$ cat config.mk
export PLATFORM = sky130hd
export DESIGN_NAME = dcm_ctrl
export DESIGN_NICKNAME = d
export VERILOG_FILES = /design/src/inc/dcm_pkg.sv /design/src/core/dcm_ctrl.sv
export VERILOG_INCLUDE_DIRS = /design/src /design/src/inc
export SDC_FILE = /design/constraint.sdc
export NUM_CORES = 1
export LEC_CHECK = 0
export CAP_MARGIN = 20
export CORE_ASPECT_RATIO = 1.5
export CORE_MARGIN = 2
export CORE_UTILIZATION = 35
export DETAILED_ROUTE_END_ITERATION = 7
export DONT_BUFFER_PORTS = 1
export PLACE_DENSITY = 0.57
export RECOVER_POWER = 100
export SLEW_MARGIN = 20
export SYNTH_ARGS = -nofsm -noshare
export SYNTH_HDL_FRONTEND = slang
export SYNTH_SLANG_ARGS = --single-unit
export TNS_END_PERCENT = 20
$ cat constraint.sdc
create_clock -name core_clk_in -period 19.86 [get_ports core_clk_in]
set_input_delay 3.972 -clock core_clk_in [delete_from_list [all_inputs] [get_ports core_clk_in]]
set_output_delay 3.972 -clock core_clk_in [all_outputs]
set_load 0.02 [all_outputs]
$ cat src/inc/dcm_consts.svh
// Purpose: Constants for the disk controller mode and auxiliary command block.
// Assumes: Byte-wide register port, 50 MHz core clock.
// Notes: Offsets are byte addresses on the plain register port.
`ifndef DCM_CONSTS_SVH
`define DCM_CONSTS_SVH
`define DCM_OFS_CMD 8'h00
`define DCM_OFS_PARAM 8'h04
`define DCM_OFS_RESULT 8'h08
`define DCM_OFS_STATUS 8'h0C
`define DCM_OFS_MODE 8'h10
`define DCM_OFS_LENH 8'h14
`define DCM_OFS_LENL 8'h18
`define DCM_OP_SPECIFY 5'h04
`define DCM_OP_SUS 5'h06
`define DCM_OP_SENSE_INT 5'h02
`define DCM_OP_DETECT_ERR 5'h0A
`define DCM_OP_AUX 4'h0
`define DCM_AUX_CLEAR_CMD_END 0
`define DCM_AUX_HOLD_SERVICE_REQ 1
`define DCM_AUX_CLB 2
`define DCM_AUX_RST 3
`define DCM_MB_ECC 6
`define DCM_MB_CRC_POLY_SELECT 5
`define DCM_MB_SECTOR_TYPE_SELECT 4
`define DCM_LB_CRC 6
`define DCM_LB_PAD 5
`define DCM_LB_POL 4
`define DCM_PAD_ZERO 8'h00
`define DCM_PAD_FILL 8'h4E
`define DCM_SUS_UST 8'h01
`define DCM_SUS_DS 8'h02
`define DCM_SUS_DT 8'h05
`define DCM_LEN_MIN_SOFT 12'h080
`define DCM_LEN_MIN_HARD 12'h100
`define DCM_STEP_BASE 16
`define DCM_STEP_UNIT 2110
`define DCM_ERR_TIME_US 100
`define DCM_CLK_MHZ 50
`define DCM_ERR_CYC (`DCM_ERR_TIME_US * `DCM_CLK_MHZ)
`define DCM_MODE_RST 8'h00
`define DCM_LENH_RST 8'h81
`define DCM_LENL_RST 8'h00
`endif

$ cat src/inc/dcm_pkg.sv
// Purpose: Types shared by the disk controller mode block.
// Assumes: Constants come from dcm_consts.svh.
// Notes: Structs carry grouped configuration and drive inputs.
package dcm_pkg;
  typedef enum logic [1:0] {
    ST_IDLE = 2'b00,
    ST_SPEC = 2'b01,
    ST_SUS = 2'b10
  } dcm_state_type;

  // Decoded configuration driven to the disk side
  typedef struct packed {
    logic ecc_en;
    logic crc_poly_select;
    logic sector_type_select;
    logic crc_preset_ones;
    logic poll_select;
    logic [7:0] pad_byte;
    logic [11:0] data_length;
    logic [3:0] smd_req;
    logic [3:0] step_rate_code;
  } dcm_cfg_type;

  // Raw drive status lines
  typedef struct packed {
    logic [7:0] unit;
    logic [7:0] detail;
    logic [7:0] dtype;
  } dcm_drive_type;

  // Correctable error report from the read datapath
  typedef struct packed {
    logic valid;
    logic [11:0] pos;
    logic [23:0] pattern;
  } dcm_ecc_type;
endpackage

$ cat src/core/dcm_ctrl.sv
// Purpose: Mode decode, unit status sense, error report and auxiliary commands.
// Assumes: Drive status lines are asynchronous; other inputs share core_clk_in.
// Notes: Software reset pulses the internal reset one cycle after the write.
`timescale 1ns/1ps
`include "dcm_consts.svh"
module dcm_ctrl #(
  parameter int STEP_UNIT = `DCM_STEP_UNIT
) (
  input wire logic core_clk_in,
  input wire logic reset_n_in,
  input wire logic ce_in,
  input wire logic [7:0] addr_in,
  input wire logic [7:0] wdata_in,
  input wire logic wr_in,
  input wire logic rd_in,
  output logic [7:0] rdata_out,
  input wire dcm_pkg::dcm_drive_type drive_in,
  input wire dcm_pkg::dcm_ecc_type ecc_err_in,
  input wire logic srq_event_in,
  input wire logic fmt_hung_in,
  input wire logic step_req_in,
  output dcm_pkg::dcm_cfg_type cfg_out,
  output logic step_pulse_out,
  output logic fault_clear_out,
  output logic clear_buffer_out,
  output logic irq_out
);
  import dcm_pkg::*;

  dcm_state_type state_q, state_d;
  logic srst_q;
  logic [1:0] pcnt_q;
  logic [7:0] mode_q, lenh_q, lenl_q, mstage_q, hstage_q;
  logic [23:0] drv_s1_q, drv_s2_q;
  logic [4:0][7:0] res_q;
  logic [2:0] res_cnt_q, res_idx_q;
  logic cmd_end_q, srq_q, hold_q, rrq_q, perr_q, sinv_q, eav_q;
  logic [11:0] eaddr_q;
  logic [23:0] epat_q;
  logic step_pend_q;
  logic [15:0] gap_q;
  logic fc_pend_q, fc_q, clb_q, irq_q, step_q;
  logic [7:0] rdata_q;
  dcm_cfg_type cfg_q, cfg_d;

  // Internal reset: pin or software reset pulse
  wire rst_n_w = reset_n_in & ~srst_q;

  // Register port decode
  wire wr_cmd_w = ce_in & wr_in & (addr_in == `DCM_OFS_CMD);
  wire wr_par_w = ce_in & wr_in & (addr_in == `DCM_OFS_PARAM);
  wire rd_res_w = ce_in & rd_in & (addr_in == `DCM_OFS_RESULT);
  wire [4:0] op_w = wdata_in[7:3];
  wire aux_w = wr_cmd_w & (wdata_in[7:4] == `DCM_OP_AUX);
  wire srst_w = aux_w & wdata_in[`DCM_AUX_RST];
  wire clear_cmd_end_w = aux_w & wdata_in[`DCM_AUX_CLEAR_CMD_END];
  wire hold_service_req_w = aux_w & wdata_in[`DCM_AUX_HOLD_SERVICE_REQ];
  wire clb_w = aux_w & wdata_in[`DCM_AUX_CLB];
  wire cmd_ok_w = wr_cmd_w & ~aux_w & (state_q == ST_IDLE);
  wire soft_w = mode_q[`DCM_MB_SECTOR_TYPE_SELECT];

  // Command starts
  wire spec_go_w = cmd_ok_w & (op_w == `DCM_OP_SPECIFY);
  wire sus_soft_w = cmd_ok_w & (op_w == `DCM_OP_SUS) & soft_w;
  wire sus_smd_go_w = cmd_ok_w & (op_w == `DCM_OP_SUS) & ~soft_w;
  wire det_w = cmd_ok_w & (op_w == `DCM_OP_DETECT_ERR);
  wire sint_w = cmd_ok_w & (op_w == `DCM_OP_SENSE_INT);

  // Specify parameters: mode, length high, length low
  wire par_spec_w = wr_par_w & (state_q == ST_SPEC);
  wire msb_ok_w = ((pcnt_q == 2'd0) & ~wdata_in[7]) | ((pcnt_q == 2'd1) & wdata_in[7])
                  | (pcnt_q == 2'd2);
  wire spec_bad_w = par_spec_w & ~msb_ok_w;
  wire spec_last_w = par_spec_w & msb_ok_w & (pcnt_q == 2'd2);
  wire [11:0] new_len_w = {hstage_q[3:0], wdata_in};
  wire [11:0] len_min_w = mstage_q[`DCM_MB_SECTOR_TYPE_SELECT] ? `DCM_LEN_MIN_SOFT : `DCM_LEN_MIN_HARD;
  wire len_ok_w = new_len_w >= len_min_w;
  wire commit_w = spec_last_w & len_ok_w;

  // Module-mode unit status parameter
  wire par_sus_w = wr_par_w & (state_q == ST_SUS);
  wire sus_sel_ok_w = (wdata_in == `DCM_SUS_UST) | (wdata_in == `DCM_SUS_DS)
                      | (wdata_in == `DCM_SUS_DT);
  wire sus_fire_w = par_sus_w & sus_sel_ok_w;

  // Command completion and result loading
  wire cmd_done_w = spec_bad_w | spec_last_w | par_sus_w | sus_soft_w | det_w | sint_w;
  wire load_w = sus_soft_w | sus_fire_w | det_w;

  // Unit status formatting per interface type
  wire [7:0] u_w = drv_s2_q[23:16];
  wire [7:0] ust_smd_w = {u_w[7:5], 1'b0, u_w[3:0]};
  wire [7:0] ust_stp_w = {3'b000, u_w[4:0]};
  wire [7:0] sus_byte_w = sus_soft_w ? ust_stp_w :
                          (wdata_in == `DCM_SUS_DS) ? drv_s2_q[15:8] :
                          (wdata_in == `DCM_SUS_DT) ? drv_s2_q[7:0] : ust_smd_w;
  wire [39:0] res_ld_w = det_w ?
    {epat_q[7:0], epat_q[15:8], epat_q[23:16], eaddr_q[7:0], {4'h0, eaddr_q[11:8]}} :
    {32'h0, sus_byte_w};
  wire [2:0] ld_cnt_w = det_w ? 3'd5 : 3'd1;
  wire pop_w = rd_res_w & (res_idx_q < res_cnt_q);

  // Error address measured back from the last data byte
  wire [11:0] eaddr_d_w = cfg_q.data_length - 12'd1 - ecc_err_in.pos;

  // Step spacing from the rate code
  wire [15:0] gap_w = 16'((`DCM_STEP_BASE - 32'(mode_q[3:0])) * STEP_UNIT);
  wire step_go_w = step_pend_q & (gap_q == 16'h0) & soft_w;

  // Read data select
  wire [7:0] stat_w = {eav_q, sinv_q, perr_q, (state_q != ST_IDLE),
                       (res_idx_q < res_cnt_q), rrq_q, srq_q, cmd_end_q};
  wire [7:0] rd_sel_w =
    (addr_in == `DCM_OFS_RESULT) ? (pop_w ? res_q[res_idx_q] : 8'h00) :
    (addr_in == `DCM_OFS_STATUS) ? stat_w :
    (addr_in == `DCM_OFS_MODE) ? mode_q :
    (addr_in == `DCM_OFS_LENH) ? lenh_q :
    (addr_in == `DCM_OFS_LENL) ? lenl_q : 8'h00;

  // Decoded configuration
  always_comb begin
    cfg_d.ecc_en = mode_q[`DCM_MB_ECC];
    cfg_d.crc_poly_select = mode_q[`DCM_MB_CRC_POLY_SELECT];
    cfg_d.sector_type_select = mode_q[`DCM_MB_SECTOR_TYPE_SELECT];
    cfg_d.crc_preset_ones = lenh_q[`DCM_LB_CRC];
    cfg_d.poll_select = lenh_q[`DCM_LB_POL];
    cfg_d.pad_byte = lenh_q[`DCM_LB_PAD] ? `DCM_PAD_FILL : `DCM_PAD_ZERO;
    cfg_d.data_length = {lenh_q[3:0], lenl_q};
    cfg_d.smd_req = soft_w ? 4'h0 : mode_q[3:0];
    cfg_d.step_rate_code = soft_w ? mode_q[3:0] : 4'h0;
  end

  // Command sequencer
  always_comb begin
    state_d = state_q;
    case (state_q)
      ST_IDLE: begin
        if (spec_go_w) begin
          state_d = ST_SPEC;
        end else if (sus_smd_go_w) begin
          state_d = ST_SUS;
        end
      end
      ST_SPEC: begin
        if (spec_bad_w | spec_last_w) begin
          state_d = ST_IDLE;
        end
      end
      ST_SUS: begin
        if (par_sus_w) begin
          state_d = ST_IDLE;
        end
      end
      default: state_d = ST_IDLE;
    endcase
  end

  // Software reset pulse, lasts one enabled cycle; async reset only by the pin
  always_ff @(posedge core_clk_in or negedge reset_n_in) begin
    if (!reset_n_in) begin
      srst_q <= 1'b0;
    end else if (ce_in) begin
      srst_q <= srst_w;
    end
  end

  // Drive status synchroniser
  always_ff @(posedge core_clk_in or negedge rst_n_w) begin
    if (!rst_n_w) begin
      drv_s1_q <= 24'h0;
      drv_s2_q <= 24'h0;
    end else if (ce_in) begin
      drv_s1_q <= drive_in;
      drv_s2_q <= drv_s1_q;
    end
  end

  // State, parameter count and staged specify bytes
  always_ff @(posedge core_clk_in or negedge rst_n_w) begin
    if (!rst_n_w) begin
      state_q <= ST_IDLE;
      pcnt_q <= 2'd0;
      mstage_q <= `DCM_MODE_RST;
      hstage_q <= `DCM_LENH_RST;
    end else if (ce_in) begin
      state_q <= state_d;
      pcnt_q <= par_spec_w ? pcnt_q + 2'd1 : (spec_go_w ? 2'd0 : pcnt_q);
      if (par_spec_w & (pcnt_q == 2'd0)) mstage_q <= wdata_in;
      if (par_spec_w & (pcnt_q == 2'd1)) hstage_q <= wdata_in;
    end
  end

  // Mode and length registers, updated only by a valid specify
  always_ff @(posedge core_clk_in or negedge rst_n_w) begin
    if (!rst_n_w) begin
      mode_q <= `DCM_MODE_RST;
      lenh_q <= `DCM_LENH_RST;
      lenl_q <= `DCM_LENL_RST;
    end else if (ce_in && commit_w) begin
      mode_q <= mstage_q;
      lenh_q <= hstage_q;
      lenl_q <= wdata_in;
    end
  end

  // Result bytes toward the host
  always_ff @(posedge core_clk_in or negedge rst_n_w) begin
    if (!rst_n_w) begin
      res_q <= 40'h0;
      res_cnt_q <= 3'd0;
      res_idx_q <= 3'd0;
    end else if (ce_in) begin
      if (load_w) begin
        res_q <= res_ld_w;
        res_cnt_q <= ld_cnt_w;
        res_idx_q <= 3'd0;
      end else if (pop_w) begin
        res_idx_q <= res_idx_q + 3'd1;
      end
    end
  end

  // Status flags; hardware set wins over clear
  always_ff @(posedge core_clk_in or negedge rst_n_w) begin
    if (!rst_n_w) begin
      cmd_end_q <= 1'b0;
      srq_q <= 1'b0;
      hold_q <= 1'b0;
      rrq_q <= 1'b0;
      perr_q <= 1'b0;
      sinv_q <= 1'b0;
    end else if (ce_in) begin
      cmd_end_q <= cmd_done_w | (cmd_end_q & ~clear_cmd_end_w & ~cmd_ok_w);
      srq_q <= srq_event_in | (srq_q & ~sint_w);
      hold_q <= ~cmd_done_w & (hold_service_req_w | hold_q);
      rrq_q <= rrq_q | fmt_hung_in;
      perr_q <= (spec_bad_w | (spec_last_w & ~len_ok_w)) | (perr_q & ~spec_go_w);
      sinv_q <= (par_sus_w & ~sus_sel_ok_w) | (sinv_q & ~cmd_ok_w);
    end
  end

  // Correctable error latch
  always_ff @(posedge core_clk_in or negedge rst_n_w) begin
    if (!rst_n_w) begin
      eaddr_q <= 12'h0;
      epat_q <= 24'h0;
      eav_q <= 1'b0;
    end else if (ce_in) begin
      if (ecc_err_in.valid) begin
        eaddr_q <= eaddr_d_w;
        epat_q <= ecc_err_in.pattern;
      end
      eav_q <= ecc_err_in.valid | (eav_q & ~det_w);
    end
  end

  // Step pulse spacing; a new request during the gap waits
  always_ff @(posedge core_clk_in or negedge rst_n_w) begin
    if (!rst_n_w) begin
      step_pend_q <= 1'b0;
      gap_q <= 16'h0;
      step_q <= 1'b0;
    end else if (ce_in) begin
      step_pend_q <= soft_w & (step_req_in | (step_pend_q & ~step_go_w));
      gap_q <= step_go_w ? gap_w - 16'h1 : (gap_q != 16'h0 ? gap_q - 16'h1 : 16'h0);
      step_q <= step_go_w;
    end
  end

  // Output flops
  always_ff @(posedge core_clk_in or negedge rst_n_w) begin
    if (!rst_n_w) begin
      fc_pend_q <= 1'b0;
      fc_q <= 1'b0;
      clb_q <= 1'b0;
      irq_q <= 1'b0;
      rdata_q <= 8'h00;
      cfg_q <= '0;
    end else if (ce_in) begin
      fc_pend_q <= sus_fire_w;
      fc_q <= fc_pend_q;
      clb_q <= clb_w;
      irq_q <= cmd_end_q | (srq_q & ~hold_q);
      rdata_q <= rd_in ? rd_sel_w : 8'h00;
      cfg_q <= cfg_d;
    end
  end

  assign rdata_out = rdata_q;
  assign cfg_out = cfg_q;
  assign step_pulse_out = step_q;
  assign fault_clear_out = fc_q;
  assign clear_buffer_out = clb_q;
  assign irq_out = irq_q;

  // Assertion helpers: cycles since the last step pulse
  logic [15:0] since_q;
  logic seen_q;
  always_ff @(posedge core_clk_in or negedge rst_n_w) begin
    if (!rst_n_w) begin
      since_q <= 16'h0;
      seen_q <= 1'b0;
    end else if (ce_in) begin
      since_q <= step_q ? 16'h1 : since_q + 16'h1;
      seen_q <= seen_q | step_q;
    end
  end
endmodule // dcm_ctrl

==> impl_metrics.csv <==
group,metric,value,unit
synth,syn-mean-instance-area,11.4,um^2
die,die_h,234,um
worst_setup_path,path_class,"input port to asynchronous set/reset pin",
finish,nets,1204,
clock_network,numCtsBuffers,24,
finish,seqCellArea,5940,um^2
synth,synth.largest_area_cell,"dfrtp_1",
clock_network,clockRootBuffer,"clkbuf_16",
finish,diodes,0,
synth,synth_area_leaders,"dfrtp_1 (47%), mux2_2 (12%), ha_1 (5.0%)",
route,viasPerCell,5.33,
worst_setup_path,crit_chain,"nor2b_1, clkbuf_1, clkbuf_1, clkbuf_1",
route,first_pass_iters,5,
worst_setup_path,worstPathMaxFanout,67,
grt,gr-total-overflow,0,
run_status,violations,"max-capacitance violations, max-slew violations",
worst_hold_path,hold_path.class,"register to register",
pwr,power_frac_comb,8.3,%
timing,rsz0062_at_grt,"no",
route,via_count,8269,
pwr,p_switching,0.276,mW
clock_network,cts_tree,"done",
finish,fill_cells,3481,
die,ios,130,
route,dr.first_iter.drc_count,432,
route,routed_wl,32000,um
timing,fin_crit_sh,55.5,%
finish,drive_gt1_share,19.2,%
placement,io_buffers,0,
worst_setup_path,cp-start-kind,"input port",
run_status,status,"finished with violations",
run,drv_cap,5,
timing,tightestPinTransition,3410,ps
grt,grt_pass1_vias,8462,
pwr,switching_share,24.8,%
clock_network,h-tree-depth,1,
clock_network,cts.sinks,237,
grt,track_usage,17.6,%
timing,layout_setup_ws,8850,ps
die,die_x,157,um
timing,hold_viol,0,
die,row_count,84,
synth,seq_area_frac_synth,48.1,%
grt,grt_pass1_wl,49800,um
die,core-area,34900,um^2
timing,timing.fmax,90.8,MHz
pwr,clkPwrFrac,42.3,%
pwr,p_int,0.837,mW
grt,grt_antenna_before_repair,0,
pwr,pwr_density_cell,82.5,nW/um^2
route,ant_nets,0,
pwr,leakagePower,6.09,nW
clock_network,cts_resized,0,
timing,relSlewSlack,-127,%
die,dieArea,36800,um^2
worst_setup_path,critPathMaxStageDelay,2540,ps
worst_setup_path,worst_path_most_repeated_cell,"clkbuf_1",
finish,syn2layout_area_growth,9.28,%
synth,ys.flop_type,"dfrtp_1",
timing,period_needed,11010,ps
timing,setup_viol,0,
synth,yosysWarnings,0,
placement,gp_congestion,0.898,
timing,worst_hold_slack,466,ps
finish,multi_input_comb_area,5780,um^2
synth,yosysTopAreaCellShare,47.2,%
pwr,peakVddDrop,48.7,uV
worst_setup_path,crit_path_top_delay_cell,"clkbuf_1",
clock_network,clk_latency,540,ps
pwr,pwr-share-seq,49.4,%
timing,fin_tns_setup,0,ps
route,routedWlPerCell,20.6,um
worst_setup_path,crit_required,19720,ps
synth,synth_edf_count,0,
clock_network,path_clk_slew,60,ps
timing,skew,25.6,ps
grt,grt_max_degree,100,
synth,synth_cells,1082,
worst_setup_path,setup.worst_path.end_class,"asynchronous set/reset pin",
die,start_util,35.4,%
worst_setup_path,cp.arrival,10870,ps
synth,async_flop_share,100,%
clock_network,hold_buffers,0,
placement,dp_worst_setup_slack,13090,ps
synth,ys_ff_latch,237,
route,drc_errors,0,
clock_network,post-cts-setup-buffer-count,0,
placement,place_hpwl,23500,um
synth,synthDistinctLibCells,86,
synth,synth_area,12300,um^2
timing,drv_slew,250,
clock_network,clock_path_buffers,3,
==> area by class of cell <==
class | count | area share (%)
repair buffers | 8 | 0.278
well taps | 473 | 4.39
clock buffers | 31 | 4.79
flip-flops and latches | 237 | 44.0
inverters | 89 | 2.48
clock inverters | 12 | 1.22
multi-input cells | 701 | 42.8
==> path summary, 6_finish.rpt <==
kind | start | to | slack (ps) | cells after the start
max in group core_clk_in | addr_in[1] | mode_q[7] | 12920 | 6
setup / recovery | reset_n_in | epat_q[16] | 8850 | 4
setup reg to reg | srst_q | epat_q[16] | 11880 | 4
hold reg to reg | rrq_q | rrq_q | 470 | 2
min in group asynchronous | srst_q | clear_buffer_out | 740 | 1
hold / removal | rrq_q | rrq_q | 470 | 2
==> synthesized netlist by cell type (4+ instances only) <==
library cell / number
a21o_1: 9
a21oi_1: 36
a221oi_1: 4
a222oi_1: 4
a22o_1: 45
a22oi_1: 5
and2_1: 6
and3_1: 7
buf_1: 5
buf_2: 14
buf_4: 10
clkbuf_1: 28
dfrtp_1: 233
dfstp_2: 4
fa_1: 9
ha_1: 49
inv_1: 87
mux2_2: 131
mux2i_1: 13
mux4_2: 8
nand2_1: 50
nand2b_1: 5
nand3_1: 18
nand3b_1: 5
nand4_1: 10
nor2_1: 36
nor2b_1: 5
nor3_1: 24
nor3b_1: 6
nor4_1: 9
o211ai_1: 6
o21a_1: 7
o21ai_0: 58
o21bai_1: 6
o22ai_1: 5
o2bb2ai_1: 13
o31ai_1: 8
or4_1: 9
xnor2_1: 19
xor2_1: 8
==> per-layer routing <==
metal / part of all wire, % / up-vias / GRT usage [%]
li1: - / 3882 / -
met5: 0 / - / 0
met3: 4.2 / 43 / 2.98
met1: 39 / 4166 / 20.0
met2: 55 / 178 / 33.0
met4: 2.6 / 0 / 5.54
==> worst max-delay path: cells and delay by family <==
family	cells	cell delay, ps
buffers and inverters	3	5810
AND/OR/NAND/NOR	1	1010
==> kinds of logic (layout without fill, tap and decap cells) <==
group | Yosys count | in the layout | share of synthesized area (%)
compound gates | 244 | 244 | 14.4
other cells | 1 | 4 | 0.0304
buf+inv | 147 | 140 | 4.93
mux | 152 | 152 | 14.5
xor+xnor | 27 | 27 | 1.92
flops | 237 | 237 | 48.1
fa+ha+maj | 58 | 58 | 6.43
simple gates | 216 | 216 | 9.77
==> placed cells by master, fill, tap and decap left out, drive strengths merged, types with 36 or more instances in the layout <==
master	netlist	final
dfrtp	233	233
mux2	131	131
inv	87	89
o21ai	58	58
nand2	51	51
ha	49	49
a22o	45	45
a21oi	38	38
clkbuf	29	37
nor2	36	36
==> power groups by stage <==
stage / Sequential (mW) / Combinational, mW / Clock (mW)
2_1_floorplan: 0.548 / 0.0812 / 0
6_report: 0.550 / 0.0918 / 0.471
5_1_grt: 0.556 / 0.104 / 0.501
4_1_cts: 0.550 / 0.0938 / 0.485
3_3_place_gp: 0.558 / 0.0906 / 0
3_5_place_dp: 0.559 / 0.0933 / 0
==> through the flow <==
stage / instances / instance area [um^2] / power, mW / util [%]
after floorplan: 1085 / 12400 / 0.629 / -
after global placement: 1507 / 12700 / 0.648 / 36.5
after detailed placement: 1507 / 12700 / 0.652 / 36.5
after CTS: 1550 / 13600 / 1.13 / 38.8
after global routing: 1551 / 13500 / 1.16 / 38.7
final: 1551 / 13500 / 1.11 / 38.7
==> state kept, by name, summed over array words and instances, names as in the netlist, 2 cells and up <==
register   count
res_q         40
cfg_out       26
drv_s1_q      24
drv_s2_q      24
epat_q        24
gap_q         16
eaddr_q       12
hstage_q       8
lenh_q         8
lenl_q         8
mode_q         8
mstage_q       8
rdata_out      8
res_idx_q      3
pcnt_q         2
res_cnt_q      2
state_q        2
(Power assumes the default switching activity.)
